### config.mk
export PLATFORM = sky130hd
export DESIGN_NAME = jac_ctrl_top
export DESIGN_NICKNAME = d
export VERILOG_FILES = /design/src/shared/jac_pkg.sv /design/src/core/jac_bit_fifo.sv /design/src/core/jac_ctrl_top.sv
export VERILOG_INCLUDE_DIRS = /design/src /design/src/shared
export SDC_FILE = /design/constraint.sdc
export NUM_CORES = 1
export LEC_CHECK = 0
export BUFFER_PORTS_ARGS = -buffer_cell sky130_fd_sc_hd__buf_2
export CORE_UTILIZATION = 40
export CTS_CLUSTER_DIAMETER = 200
export DETAILED_ROUTE_END_ITERATION = 8
export PLACE_DENSITY_LB_ADDON = 0.12
export SETUP_SLACK_MARGIN = 0.05
export SYNTH_ARGS = -nofsm -noshare
export SYNTH_HDL_FRONTEND = slang
export SYNTH_SLANG_ARGS = --single-unit
### constraint.sdc
create_clock -name clk_sys_i -period 3.3 [get_ports clk_sys_i]
set_clock_uncertainty 0.1 [all_clocks]
set_input_delay 0.165 -clock clk_sys_i [delete_from_list [all_inputs] [get_ports clk_sys_i]]
set_output_delay 0.165 -clock clk_sys_i [all_outputs]
set_load 0.01 [all_outputs]
### src/shared/jac_defines.svh
/*
 * jac_defines.svh: offsets, field positions, reset values and counts for the
 * per-channel jitter attenuator control block.
 * Assumes: included by bare name, after the package if both are needed.
 */
`ifndef JAC_DEFINES_SVH
`define JAC_DEFINES_SVH

// ==========================================================================
// register offsets on the microprocessor port
`define JAC_CTRL_OFF_CH0 8'h07
`define JAC_CTRL_OFF_CH1 8'h17
`define JAC_CTRL_OFF_CH2 8'h27
`define JAC_CTRL_OFF_CH3 8'h37
`define JAC_CTRL_OFF_CH4 8'h47
`define JAC_CTRL_OFF_CH5 8'h57

// ==========================================================================
// control field positions
`define JAC_BIT_MODE_LOW 0
`define JAC_BIT_PATH_SEL 1
`define JAC_BIT_MODE_HIGH 2
`define JAC_BIT_PTR_RST 3
`define JAC_BIT_FAST_LOCK_DIS 4
`define JAC_CTRL_WIDTH 5

// ==========================================================================
// reset values and sizes
`define JAC_CTRL_RESET 5'h00
`define JAC_RDATA_UNMAPPED 8'h00
`define JAC_NUM_CH 6
`define JAC_FIFO_DEPTH_SHORT 6'h10
`define JAC_FIFO_DEPTH_LONG 6'h20

`endif

### src/shared/jac_pkg.sv
/*
 * jac_pkg: types for the jitter attenuator control block.
 * Assumes: every user names items as jac_pkg::name, nothing is imported.
 */
package jac_pkg;

	// ======================================================================
	// attenuator setting decoded from the two mode bits
	typedef enum logic [2:0] {
		JAC_ATT_FIFO16 = 3'b001,
		JAC_ATT_FIFO32 = 3'b010,
		JAC_ATT_OFF = 3'b100
	} jac_att_mode_e;

	// microprocessor port sequencer
	typedef enum logic [1:0] {
		JAC_UP_IDLE = 2'b01,
		JAC_UP_HOLD = 2'b10
	} jac_up_state_e;

	// ======================================================================
	// one control register, msb first (bit 4 down to bit 0)
	typedef struct packed {
		logic fast_lock_disable;
		logic fifo_pointer_reset;
		logic atten_mode_high;
		logic atten_path_select;
		logic atten_mode_low;
	} jac_ctrl_s;

	// synchronised microprocessor request, strobes active high here
	typedef struct packed {
		logic sel;
		logic rd;
		logic wr;
		logic [7:0] addr;
		logic [7:0] wdata;
	} jac_bus_s;

	// one serial bit stream: strobe marks a clock edge of the line
	typedef struct packed {
		logic stb;
		logic data;
	} jac_stream_s;

endpackage : jac_pkg

### src/core/jac_bit_fifo.sv
/*
 * jac_bit_fifo: one-bit-wide elastic store for the attenuator, depth chosen
 * at run time up to DEPTH_MAX, read data out of a register.
 * Assumes: depth_i is a power of two, flush_i pulsed whenever depth_i changes.
 */
`timescale 1ns/1ps

module jac_bit_fifo #(
	parameter int DEPTH_MAX = 32,
	parameter int AW = 5
) (
	// clock and reset
	input wire logic clk_sys_i,
	input wire logic rst_i,
	// control
	input wire logic flush_i,
	input wire logic [AW:0] depth_i,
	// write side
	input wire logic wr_en_i,
	input wire logic wr_bit_i,
	// read side
	input wire logic rd_req_i,
	output logic rd_bit_o,
	output logic rd_stb_o,
	// status
	output logic empty_o,
	output logic full_o
);

	logic [DEPTH_MAX-1:0] mem;
	logic [AW-1:0] wr_ptr;
	logic [AW-1:0] rd_ptr;
	logic [AW:0] level;
	logic started;

	// ======================================================================
	// pointer wrap and occupancy decode
	wire logic [AW:0] depth_m1 = depth_i - {{AW{1'b0}}, 1'b1};
	wire logic [AW-1:0] ptr_mask = depth_m1[AW-1:0];
	wire logic is_full = (level >= depth_i);
	wire logic is_empty = (level == '0);
	wire logic half_full = (level >= {1'b0, depth_i[AW:1]});
	wire logic do_wr = wr_en_i & ~is_full; // overflow bits are dropped
	wire logic do_rd = rd_req_i & started & ~is_empty;
	wire logic [AW-1:0] next_wr_ptr = (wr_ptr + {{(AW-1){1'b0}}, 1'b1}) & ptr_mask;
	wire logic [AW-1:0] next_rd_ptr = (rd_ptr + {{(AW-1){1'b0}}, 1'b1}) & ptr_mask;

	assign empty_o = is_empty;
	assign full_o = is_full;

	// pointers and level; flush discards every stored bit
	always_ff @(posedge clk_sys_i) begin
		if (rst_i || flush_i) begin
			wr_ptr <= '0;
			rd_ptr <= '0;
			level <= '0;
		end else begin
			if (do_wr) wr_ptr <= next_wr_ptr;
			if (do_rd) rd_ptr <= next_rd_ptr;
			if (do_wr && !do_rd) level <= level + {{AW{1'b0}}, 1'b1};
			else if (do_rd && !do_wr) level <= level - {{AW{1'b0}}, 1'b1};
		end
	end

	// reading waits for half fill so the store sits centred; re-centre on underrun
	always_ff @(posedge clk_sys_i) begin
		if (rst_i || flush_i) started <= 1'b0;
		else if (half_full) started <= 1'b1;
		else if (is_empty) started <= 1'b0;
	end

	// storage needs no reset, stale bits are never read
	always_ff @(posedge clk_sys_i) begin
		if (do_wr) mem[wr_ptr] <= wr_bit_i;
	end

	// registered read port
	always_ff @(posedge clk_sys_i) begin
		if (rst_i) begin
			rd_bit_o <= 1'b0;
			rd_stb_o <= 1'b0;
		end else begin
			rd_stb_o <= do_rd;
			if (do_rd) rd_bit_o <= mem[rd_ptr];
		end
	end

endmodule : jac_bit_fifo

### src/core/jac_ctrl_top.sv
/*
 * jac_ctrl_top: six per-channel jitter attenuator control registers on the
 * parallel microprocessor port, with the path steering and elastic stores.
 * Assumes: pins are asynchronous to clk_sys_i and are synchronised here, except the pattern generator pins, used raw;
 * line clock pins run well below half of 250 MHz; the micro holds address
 * and data stable for the whole strobe; read ticks come from the pll logic
 * on the same clock.
 */
`timescale 1ns/1ps
`include "jac_defines.svh"

module jac_ctrl_top #(
	parameter int NCH = `JAC_NUM_CH,
	parameter int DEPTH_MAX = 32
) (
	// clock and reset
	input wire logic clk_sys_i,
	input wire logic rst_i,
	// parallel microprocessor port
	input wire logic up_cs_n_i,
	input wire logic up_rd_n_i,
	input wire logic up_wr_n_i,
	input wire logic [7:0] up_addr_i,
	input wire logic [7:0] up_wdata_i,
	output logic [7:0] up_rdata_o,
	output logic up_rdy_o,
	// per channel de-sync select
	input wire logic [NCH-1:0] desync_en_i,
	// transmit system side, from the mapper
	input wire logic [NCH-1:0] tx_sys_clk_i,
	input wire logic [NCH-1:0] tx_sys_data_i,
	// receive side, recovered from the line
	input wire logic [NCH-1:0] rx_rec_clk_i,
	input wire logic [NCH-1:0] rx_rec_data_i,
	// pattern generator and transmit line clock
	input wire logic [NCH-1:0] prbs_active_i,
	input wire logic [NCH-1:0] prbs_bit_i,
	input wire logic [NCH-1:0] transmit_line_clock_i,
	// smoothed read pacing from the pll
	input wire logic [NCH-1:0] atten_read_tick_i,
	// outputs towards the line and the system
	output logic [NCH-1:0] tx_line_stb_o,
	output logic [NCH-1:0] tx_line_data_o,
	output logic [NCH-1:0] rx_sys_stb_o,
	output logic [NCH-1:0] rx_sys_data_o,
	// pll and status
	output logic [NCH-1:0] fast_lock_disable_o,
	output logic [NCH-1:0] atten_active_o
);

	// ======================================================================
	// address decode, shared by read and write
	function automatic logic [3:0] ch_decode(input logic [7:0] addr);
		logic [3:0] res;
		res = 4'h0;
		case (addr)
			`JAC_CTRL_OFF_CH0: res = 4'h8;
			`JAC_CTRL_OFF_CH1: res = 4'h9;
			`JAC_CTRL_OFF_CH2: res = 4'ha;
			`JAC_CTRL_OFF_CH3: res = 4'hb;
			`JAC_CTRL_OFF_CH4: res = 4'hc;
			`JAC_CTRL_OFF_CH5: res = 4'hd;
			default: res = 4'h0;
		endcase
		return res;
	endfunction : ch_decode

	// mode bits to attenuator setting
	function automatic jac_pkg::jac_att_mode_e mode_of(input jac_pkg::jac_ctrl_s c);
		jac_pkg::jac_att_mode_e m;
		m = jac_pkg::JAC_ATT_OFF;
		if (c.atten_mode_low) m = jac_pkg::JAC_ATT_OFF;
		else if (c.atten_mode_high) m = jac_pkg::JAC_ATT_FIFO32;
		else m = jac_pkg::JAC_ATT_FIFO16;
		return m;
	endfunction : mode_of

	// ======================================================================
	// pin synchronisers, two flops each; stage 3 only feeds edge detection
	logic [2:0] bus_s1, bus_s2;
	logic [15:0] bus_d1, bus_d2;
	logic [NCH-1:0] ds_s1, ds_s2;
	logic [NCH-1:0] tc_s1, tc_s2, tc_s3, td_s1, td_s2;
	logic [NCH-1:0] rc_s1, rc_s2, rc_s3, rd_s1, rd_s2;
	logic [NCH-1:0] lc_s1, lc_s2, lc_s3;

	always_ff @(posedge clk_sys_i) begin
		if (rst_i) begin
			bus_s1 <= 3'h0;
			bus_s2 <= 3'h0;
		end else begin
			bus_s1 <= {~up_cs_n_i, ~up_rd_n_i, ~up_wr_n_i};
			bus_s2 <= bus_s1;
		end
	end

	// data and line pins carry no control meaning at reset
	always_ff @(posedge clk_sys_i) begin
		bus_d1 <= {up_addr_i, up_wdata_i};
		bus_d2 <= bus_d1;
		{ds_s1, tc_s1, td_s1, rc_s1, rd_s1, lc_s1} <= {desync_en_i, tx_sys_clk_i,
			tx_sys_data_i, rx_rec_clk_i, rx_rec_data_i, transmit_line_clock_i};
		{ds_s2, tc_s2, td_s2, rc_s2, rd_s2, lc_s2} <= {ds_s1, tc_s1, td_s1, rc_s1,
			rd_s1, lc_s1};
		{tc_s3, rc_s3, lc_s3} <= {tc_s2, rc_s2, lc_s2};
	end

	// ======================================================================
	// microprocessor sequencer: one access per strobe, held until release
	jac_pkg::jac_bus_s bus;
	jac_pkg::jac_up_state_e up_state, next_up_state;
	jac_pkg::jac_ctrl_s ctrl [NCH];
	logic [7:0] rdata;

	assign bus = '{sel: bus_s2[2], rd: bus_s2[1], wr: bus_s2[0],
		addr: bus_d2[15:8], wdata: bus_d2[7:0]};
	wire logic [3:0] hit = ch_decode(bus.addr);
	wire logic [2:0] hit_idx = hit[2:0];
	wire logic start_acc = (up_state == jac_pkg::JAC_UP_IDLE) && bus.sel && (bus.rd || bus.wr);
	wire logic do_write = start_acc && bus.wr && hit[3];
	wire logic do_read = start_acc && bus.rd;
	wire jac_pkg::jac_ctrl_s wr_val = bus.wdata[`JAC_CTRL_WIDTH-1:0];

	always_comb begin
		next_up_state = up_state;
		case (up_state)
			jac_pkg::JAC_UP_IDLE: if (start_acc) next_up_state = jac_pkg::JAC_UP_HOLD;
			jac_pkg::JAC_UP_HOLD: if (!(bus.sel && (bus.rd || bus.wr)))
				next_up_state = jac_pkg::JAC_UP_IDLE;
			default: next_up_state = jac_pkg::JAC_UP_IDLE;
		endcase
	end

	always_ff @(posedge clk_sys_i) begin
		if (rst_i) up_state <= jac_pkg::JAC_UP_IDLE;
		else up_state <= next_up_state;
	end

	assign up_rdy_o = (up_state == jac_pkg::JAC_UP_HOLD);
	assign up_rdata_o = rdata;

	// read data captured once per access; reserved bits and holes read zero
	always_ff @(posedge clk_sys_i) begin
		if (rst_i) rdata <= `JAC_RDATA_UNMAPPED;
		else if (do_read) begin
			if (hit[3]) rdata <= {3'h0, ctrl[hit_idx]};
			else rdata <= `JAC_RDATA_UNMAPPED;
		end
	end

	// ======================================================================
	// per channel registers and data paths
	for (genvar ch = 0; ch < NCH; ch++) begin : g_ch
		jac_pkg::jac_att_mode_e mode, mode_d;
		jac_pkg::jac_stream_s tx_in, rx_in, att_in, tx_out, rx_out;
		logic ptr_rst_pulse;
		logic fifo_bit, fifo_stb;
		logic [$clog2(DEPTH_MAX):0] depth;

		wire logic wr_here = do_write && (hit_idx == 3'(ch));

		// control register; pointer reset acts on each write of one
		always_ff @(posedge clk_sys_i) begin
			if (rst_i) begin
				ctrl[ch] <= `JAC_CTRL_RESET;
				ptr_rst_pulse <= 1'b0;
				mode_d <= jac_pkg::JAC_ATT_FIFO16;
			end else begin
				if (wr_here) ctrl[ch] <= wr_val;
				ptr_rst_pulse <= wr_here && wr_val.fifo_pointer_reset;
				mode_d <= mode;
			end
		end

		assign mode = mode_of(ctrl[ch]);
		assign depth = (mode == jac_pkg::JAC_ATT_FIFO32) ? `JAC_FIFO_DEPTH_LONG
			: `JAC_FIFO_DEPTH_SHORT;

		// de-sync forces the mapper stream through the attenuator on transmit
		wire logic on_tx = ctrl[ch].atten_path_select || ds_s2[ch];
		wire logic on_rx = !on_tx;
		wire logic att_en = (mode != jac_pkg::JAC_ATT_OFF);

		assign tx_in = '{stb: tc_s2[ch] & ~tc_s3[ch], data: td_s2[ch]};
		assign rx_in = '{stb: rc_s2[ch] & ~rc_s3[ch], data: rd_s2[ch]};
		assign att_in = on_tx ? tx_in : rx_in;

		// a mode change re-centres the store rather than mixing depths
		jac_bit_fifo #(
			.DEPTH_MAX(DEPTH_MAX),
			.AW($clog2(DEPTH_MAX))
		) u_fifo (
			.clk_sys_i(clk_sys_i),
			.rst_i(rst_i),
			.flush_i(ptr_rst_pulse || (mode != mode_d) || !att_en),
			.depth_i(depth),
			.wr_en_i(att_en && att_in.stb),
			.wr_bit_i(att_in.data),
			.rd_req_i(atten_read_tick_i[ch]),
			.rd_bit_o(fifo_bit),
			.rd_stb_o(fifo_stb),
			.empty_o(),
			.full_o()
		);

		// transmit: pattern generator on line clock, else attenuated or direct
		always_comb begin
			if (prbs_active_i[ch])
				tx_out = '{stb: lc_s2[ch] & ~lc_s3[ch], data: prbs_bit_i[ch]};
			else if (att_en && on_tx)
				tx_out = '{stb: fifo_stb, data: fifo_bit};
			else
				tx_out = tx_in;
		end

		// receive: attenuated when steered here, otherwise straight through
		assign rx_out = (att_en && on_rx) ? '{stb: fifo_stb, data: fifo_bit} : rx_in;

		// registered line and system outputs
		always_ff @(posedge clk_sys_i) begin
			if (rst_i) begin
				tx_line_stb_o[ch] <= 1'b0;
				tx_line_data_o[ch] <= 1'b0;
				rx_sys_stb_o[ch] <= 1'b0;
				rx_sys_data_o[ch] <= 1'b0;
				fast_lock_disable_o[ch] <= 1'b0;
				atten_active_o[ch] <= 1'b0;
			end else begin
				tx_line_stb_o[ch] <= tx_out.stb;
				if (tx_out.stb) tx_line_data_o[ch] <= tx_out.data;
				rx_sys_stb_o[ch] <= rx_out.stb;
				if (rx_out.stb) rx_sys_data_o[ch] <= rx_out.data;
				fast_lock_disable_o[ch] <= ctrl[ch].fast_lock_disable;
				atten_active_o[ch] <= att_en;
			end
		end
	end

endmodule : jac_ctrl_top

; ---- Yosys cells after proc, flatten, opt, wreduce, memory -nomap -nowiden
; Memory sizes are Yosys's and may differ from the RTL's.
; Cells that the tools add are included.
; W data, S select, Z words.
[word_totals]
in_bits = 75
word_cells = 542
ramBits = 30
regBits = 504
memories = 1
[classes]
n_eq_ne = 33
magnitude_cmp = 30
addsub = 30
reduce_logical = 123
muxes = 127
n_bitwise = 87
[mem_list]
columns = memory, depth, width, rd, rd_ports_with_merged_regs, write_ports, line
row1 = ctrl, 6, 5, 7, 0, 6, jac_ctrl_top.sv:112  ; jac_pkg::jac_ctrl_s ctrl [NCH];
[ops]
columns = op, n
row1 = $bwmux W32, 6
row2 = $mux W6, 18
row3 = $lt A5 B6 Y1 const B, 12
row4 = $mux W2, 32
row5 = $add A5 B1 Y5 const B, 12
row6 = $and A5 B5 Y5, 12
row7 = $logic_and A1 B1 Y1, 54
row8 = $mux W1, 44
row9 = $add A6 B1 Y6 const B, 6
row10 = $and A1 B1 Y1, 36
row11 = $ge A6 B5 Y1, 6
row12 = $ge A6 B6 Y1, 6
row13 = $logic_not A6 Y1, 6
row14 = $sub A6 B1 Y6 const B, 6
row15 = $mux W5, 7
row16 = $not A1 Y1, 33
row17 = $bmux W1 S5, 6
row18 = $demux W1 S5, 6
row19 = $ge A5 B1 Y1 const B, 6
row20 = $sub A5 B1 Y5 const B, 6
row21 = $logic_or A1 B1 Y1, 25
row22 = $eq A3 B2 Y1 const B, 8
row23 = $logic_not A1 Y1, 24
row24 = $pmux W4 S6, 1
row25 = other kinds (17), 52

; ---- Depth between registers and ports, before layout
; An unclocked memory read counts as a cell.
[depth]
word_depth = 12
ltp_mapped = 14
ltp_nobuf = 13

; ---- Cells and area by module
; From an unflattened synthesis, not the netlist that was laid out.
[unflattened]
cells_unflattened = 2162
area_unflattened_um2 = 23730.3
[by_module_without_submodules]
columns = module, instances, cells_each, seq_area_each_um2, area_per_inst_um2
row1 = jac_bit_fifo at g_ch[1].u_fifo ..., 3, 260, 1341.3, 2802.7
row2 = jac_ctrl_top, 1, 577, 4684.5, 6825.3
row3 = jac_bit_fifo at g_ch[0].u_fifo ..., 2, 275, 1341.3, 2871.5
row4 = jac_bit_fifo at g_ch[5].u_fifo, 1, 255, 1341.3, 2753.9

; ---- Least setup slack after synthesis
; Ideal clock, no wire load.
[synth_timing]
path_kind = reg-to-reg
from = memory ctrl[3][0] in the netlist's numbering
to = register g_ch[3].u_fifo.level[4]
required_ns = 3.129
slack_ns = -0.245
t_arrival_ns = 3.375
path_stages_with_launch = 15
period_less_slack_ns = 3.545
path_buffers = 1
path_cell_list = edfxtp_1 > buf_2 > nand2b_1 > ha_1 > inv_1 > o21ai_2 > a211oi_4 > ha_1 > inv_1 > ha_1 > nor2b_1 > o21a_1 > o21ai_0 > or3b_2 > a21oi_1
[synth_lines]
columns = item, line
row1 = "start, declared", jac_ctrl_top.sv:112
row2 = "end signal, assigned", jac_bit_fifo.sv:60  ; if (do_wr && !do_rd) level <= level + {{AW{1'b0}}, 1'b1};
row3 = "end signal, assigned", jac_bit_fifo.sv:61  ; else if (do_rd && !do_wr) level <= level - {{AW{1'b0}}, 1'b1};
row4 = "end, declared", jac_bit_fifo.sv:33  ; logic [AW:0] level;

==> results.ini <==
[outcome]
status = complete, no violations

[power]
power.leakage_uw = 0.009736
peakVddDrop_v = 0.0003676
power_density_nw_per_um2 = 524.9
total_power_uw = 14140

[critical_path]
crit_path_end_kind = flip-flop
path_cells = nand2b_4, ha_1, inv_1, o21ai_2, a211oi_4, ha_4, inv_1, ha_1, a21o_1, a21oi_1, o21ai_0, a311o_1, o21ai_0
worst-path-buf-inv = 2
critical_path_required_ns = 3.73
worstPathArrival_ns = 3.60
criticalPathCategory = flip-flop to flip-flop
path_max_fanout = 6
path_delay_family = compound AO/OA/AOI/OAI gates
slowest_stage = edfxtp_1
startpoint_type = flip-flop
max_stage_delay_ns = 0.45

[cts]
cts_tree = done
cts_max_level = 2
cts_sinks = 525
clk_path_buf_depth = 3
clkSlewWorstSetupHoldPaths_ns = 0.06
clk_latency_ns = 0.60
root_buffer = clkbuf_16
cts_buffers = 57

[drt]
wirelength_mm = 47.80
wl_per_cell_um = 16.21
ant_nets = 0
viasPerCell = 4.937
remaining_drc_errors = 0
dr.pass1.iters = 4
num_vias = 14558
drtIter0Drc = 737

[timing]
fin_hold_ws_ns = 0.09134
finalCritPeriodShare = 0.9607
fmax_mhz = 315.4
max-slew-margin-rel = 0.3407
grt_setup_unrepaired = yes
tightest_slew_ns = 0.9823
period_needed_ns = 3.170
drv_slew = 0
hold_viol = 0
setup_viol = 0

[final_layout]
final_util = 0.4899
final_cells = 2949
area_growth_pct = 21.19
area.sequential_sq_um = 12730
num-fill-cells = 4966
drive_above_1_share = 0.2045
multi_input_area_sq_um = 9111
fin_area_sq_um = 26930
fin_nets = 2322

[synth]
synth_seq_area_share = 0.5729
synth.area.top_cells = edfxtp_1 30%, dfxtp_1 27%, nor2_1 5.7%
synth_ff_type = dfxtp_1
synthMostInstantiatedCell = nor2_1
synth_top_area_frac = 0.2999
synth-async-reset-ratio = 0
synth-edff-count = 222
yosys.area.top_type = edfxtp_1
yosysWarnings = 0
synth_area_per_cell_sq_um = 11.72
synthTopCellsByCount = 338 x nor2_1, 303 x dfxtp_1, 222 x edfxtp_1
synth_cell_types = 69
synth_area_sq_um = 22230
ys_ff_latch = 525
synth_cells = 1897

[floorplan]
row_count = 86
die_w_um = 237.7
io_pins = 120
die_height_um = 237.7
die-area_sq_um = 56510
start_util = 0.4042
core-area_sq_um = 54990

[place]
gp_congestion = 0.7885
place_area_sq_um = 23900
dp_hpwl_mm = 31.71
dpl.cell_count = 2736
port_buffers = 113

[grt]
grt_pass1_wl_mm = 76.65
grt_overflow = 0
grt_pass1_vias = 14613
grt_antenna_before_repair = 0
gr-usage-all-layers = 0.1705
grt_max_degree = 33

[worst_hold_path]
hold_class = input pin to flip-flop

[job]
cap_violations = 0

-- stage by stage --
step           setup WS (ns)  setup TNS, ns
6_report              0.1296              0
5_1_grt            -0.009731      -0.009731
4_1_cts              0.05311              0
3_5_place_dp         0.07007              0
3_3_place_gp          0.1202              0
2_1_floorplan        0.05314              0
-- cell families after synthesis --
logic type,share of synthesized area
AND/OR/NAND/NOR,0.1584
flip-flops,0.5729
AO/OA/AOI/OAI,0.07791
buffers and inverters,0.02770
multiplexers,0.08844
adder cells (fa/ha/maj),0.05438
XOR/XNOR,0.02010
other,0.0001687
-- final timing paths --
kind         slack, ns                      end    startpoint  cells past startpoint
max               0.13  g_ch[4].u_fifo.level[5]    ctrl[4][0]                     13
min               0.09               bus_d1[14]  up_addr_i[6]                      2
max reg2reg       0.13  g_ch[4].u_fifo.level[5]    ctrl[4][0]                     13
min reg2reg       0.22                 tc_s2[4]      tc_s1[4]                      0
-- per-layer routing --
layer | global-route usage | vias to the layer above | routed length, um
li1 | - | 7266 | -
met1 | 0.2258 | 7009 | 22310
met2 | 0.2806 | 202 | 22340
met3 | 0.02926 | 81 | 1860
met4 | 0.06022 | 0 | 1295
met5 | 0 | - | 0
-- report_power, final --
group          switching [uW]  total (uW)  internal (uW)  leakage [uW]
Combinational             399         753            354       0.00426
Sequential               83.4        7000           6910       0.00454
Clock                    2600        6390           3790      0.000937
Total                    3080       14100          11100       0.00974
-- final cells by class --
| cell class | count | area share |
|---|---|---|
| clock inverter | 20 | 0.007061 |
| tap | 748 | 0.03475 |
| inverter | 79 | 0.01101 |
| timing repair buffer | 270 | 0.07302 |
| sequential | 525 | 0.4727 |
| multi-input combinational | 1221 | 0.3383 |
| clock buffer | 85 | 0.06308 |
| antenna | 1 | 0.00009291 |
-- cells in the final DEF (no fill, tap or decap), drive strengths merged, types with 15 or more instances in the layout --
| master | n |
|---|---|
| nand3 | 44 |
| xor2 | 19 |
| nand2 | 94 |
| inv | 81 |
| o21ai | 60 |
| buf | 182 |
| xnor2 | 32 |
| nor4 | 18 |
| and2 | 39 |
| mux4 | 54 |
| dfxtp | 303 |
| dlygate4sd3 | 88 |
| mux2i | 58 |
| nor2 | 338 |
| nor2b | 40 |
| ha | 87 |
| clkbuf | 85 |
| nand3b | 22 |
| a21oi | 52 |
| mux2 | 15 |
| nor3 | 35 |
| nand2b | 16 |
| edfxtp | 222 |
-- state kept, by name (all words and copies together) (netlist names), 13 cells and up --
register	count
g_ch.u_fifo.mem	192
g_ch.u_fifo.level	36
ctrl	30
g_ch.u_fifo.rd_ptr	30
g_ch.u_fifo.wr_ptr	30
g_ch.mode_d	18
bus_d1	13
bus_d2	13
-- what timing repair did --
item	4_1_cts	5_1_grt
setup buffers	0	19
gates resized for setup	0	26
hold buffers	88	0
hold endpoints to repair	94	0
setup endpoints to repair	0	11
-- worst reg2reg max path: stages (launching register included) --
cell and delay, ns:
edfxtp_1 0.45, nand2b_4 0.21, ha_1 0.30, inv_1 0.07, o21ai_2 0.09, a211oi_4 0.30, ha_4 0.19, inv_1 0.12
ha_1 0.30, a21o_1 0.18, a21oi_1 0.27, o21ai_0 0.17, a311o_1 0.29, o21ai_0 0.07
Power figures use the tool's default switching activity.
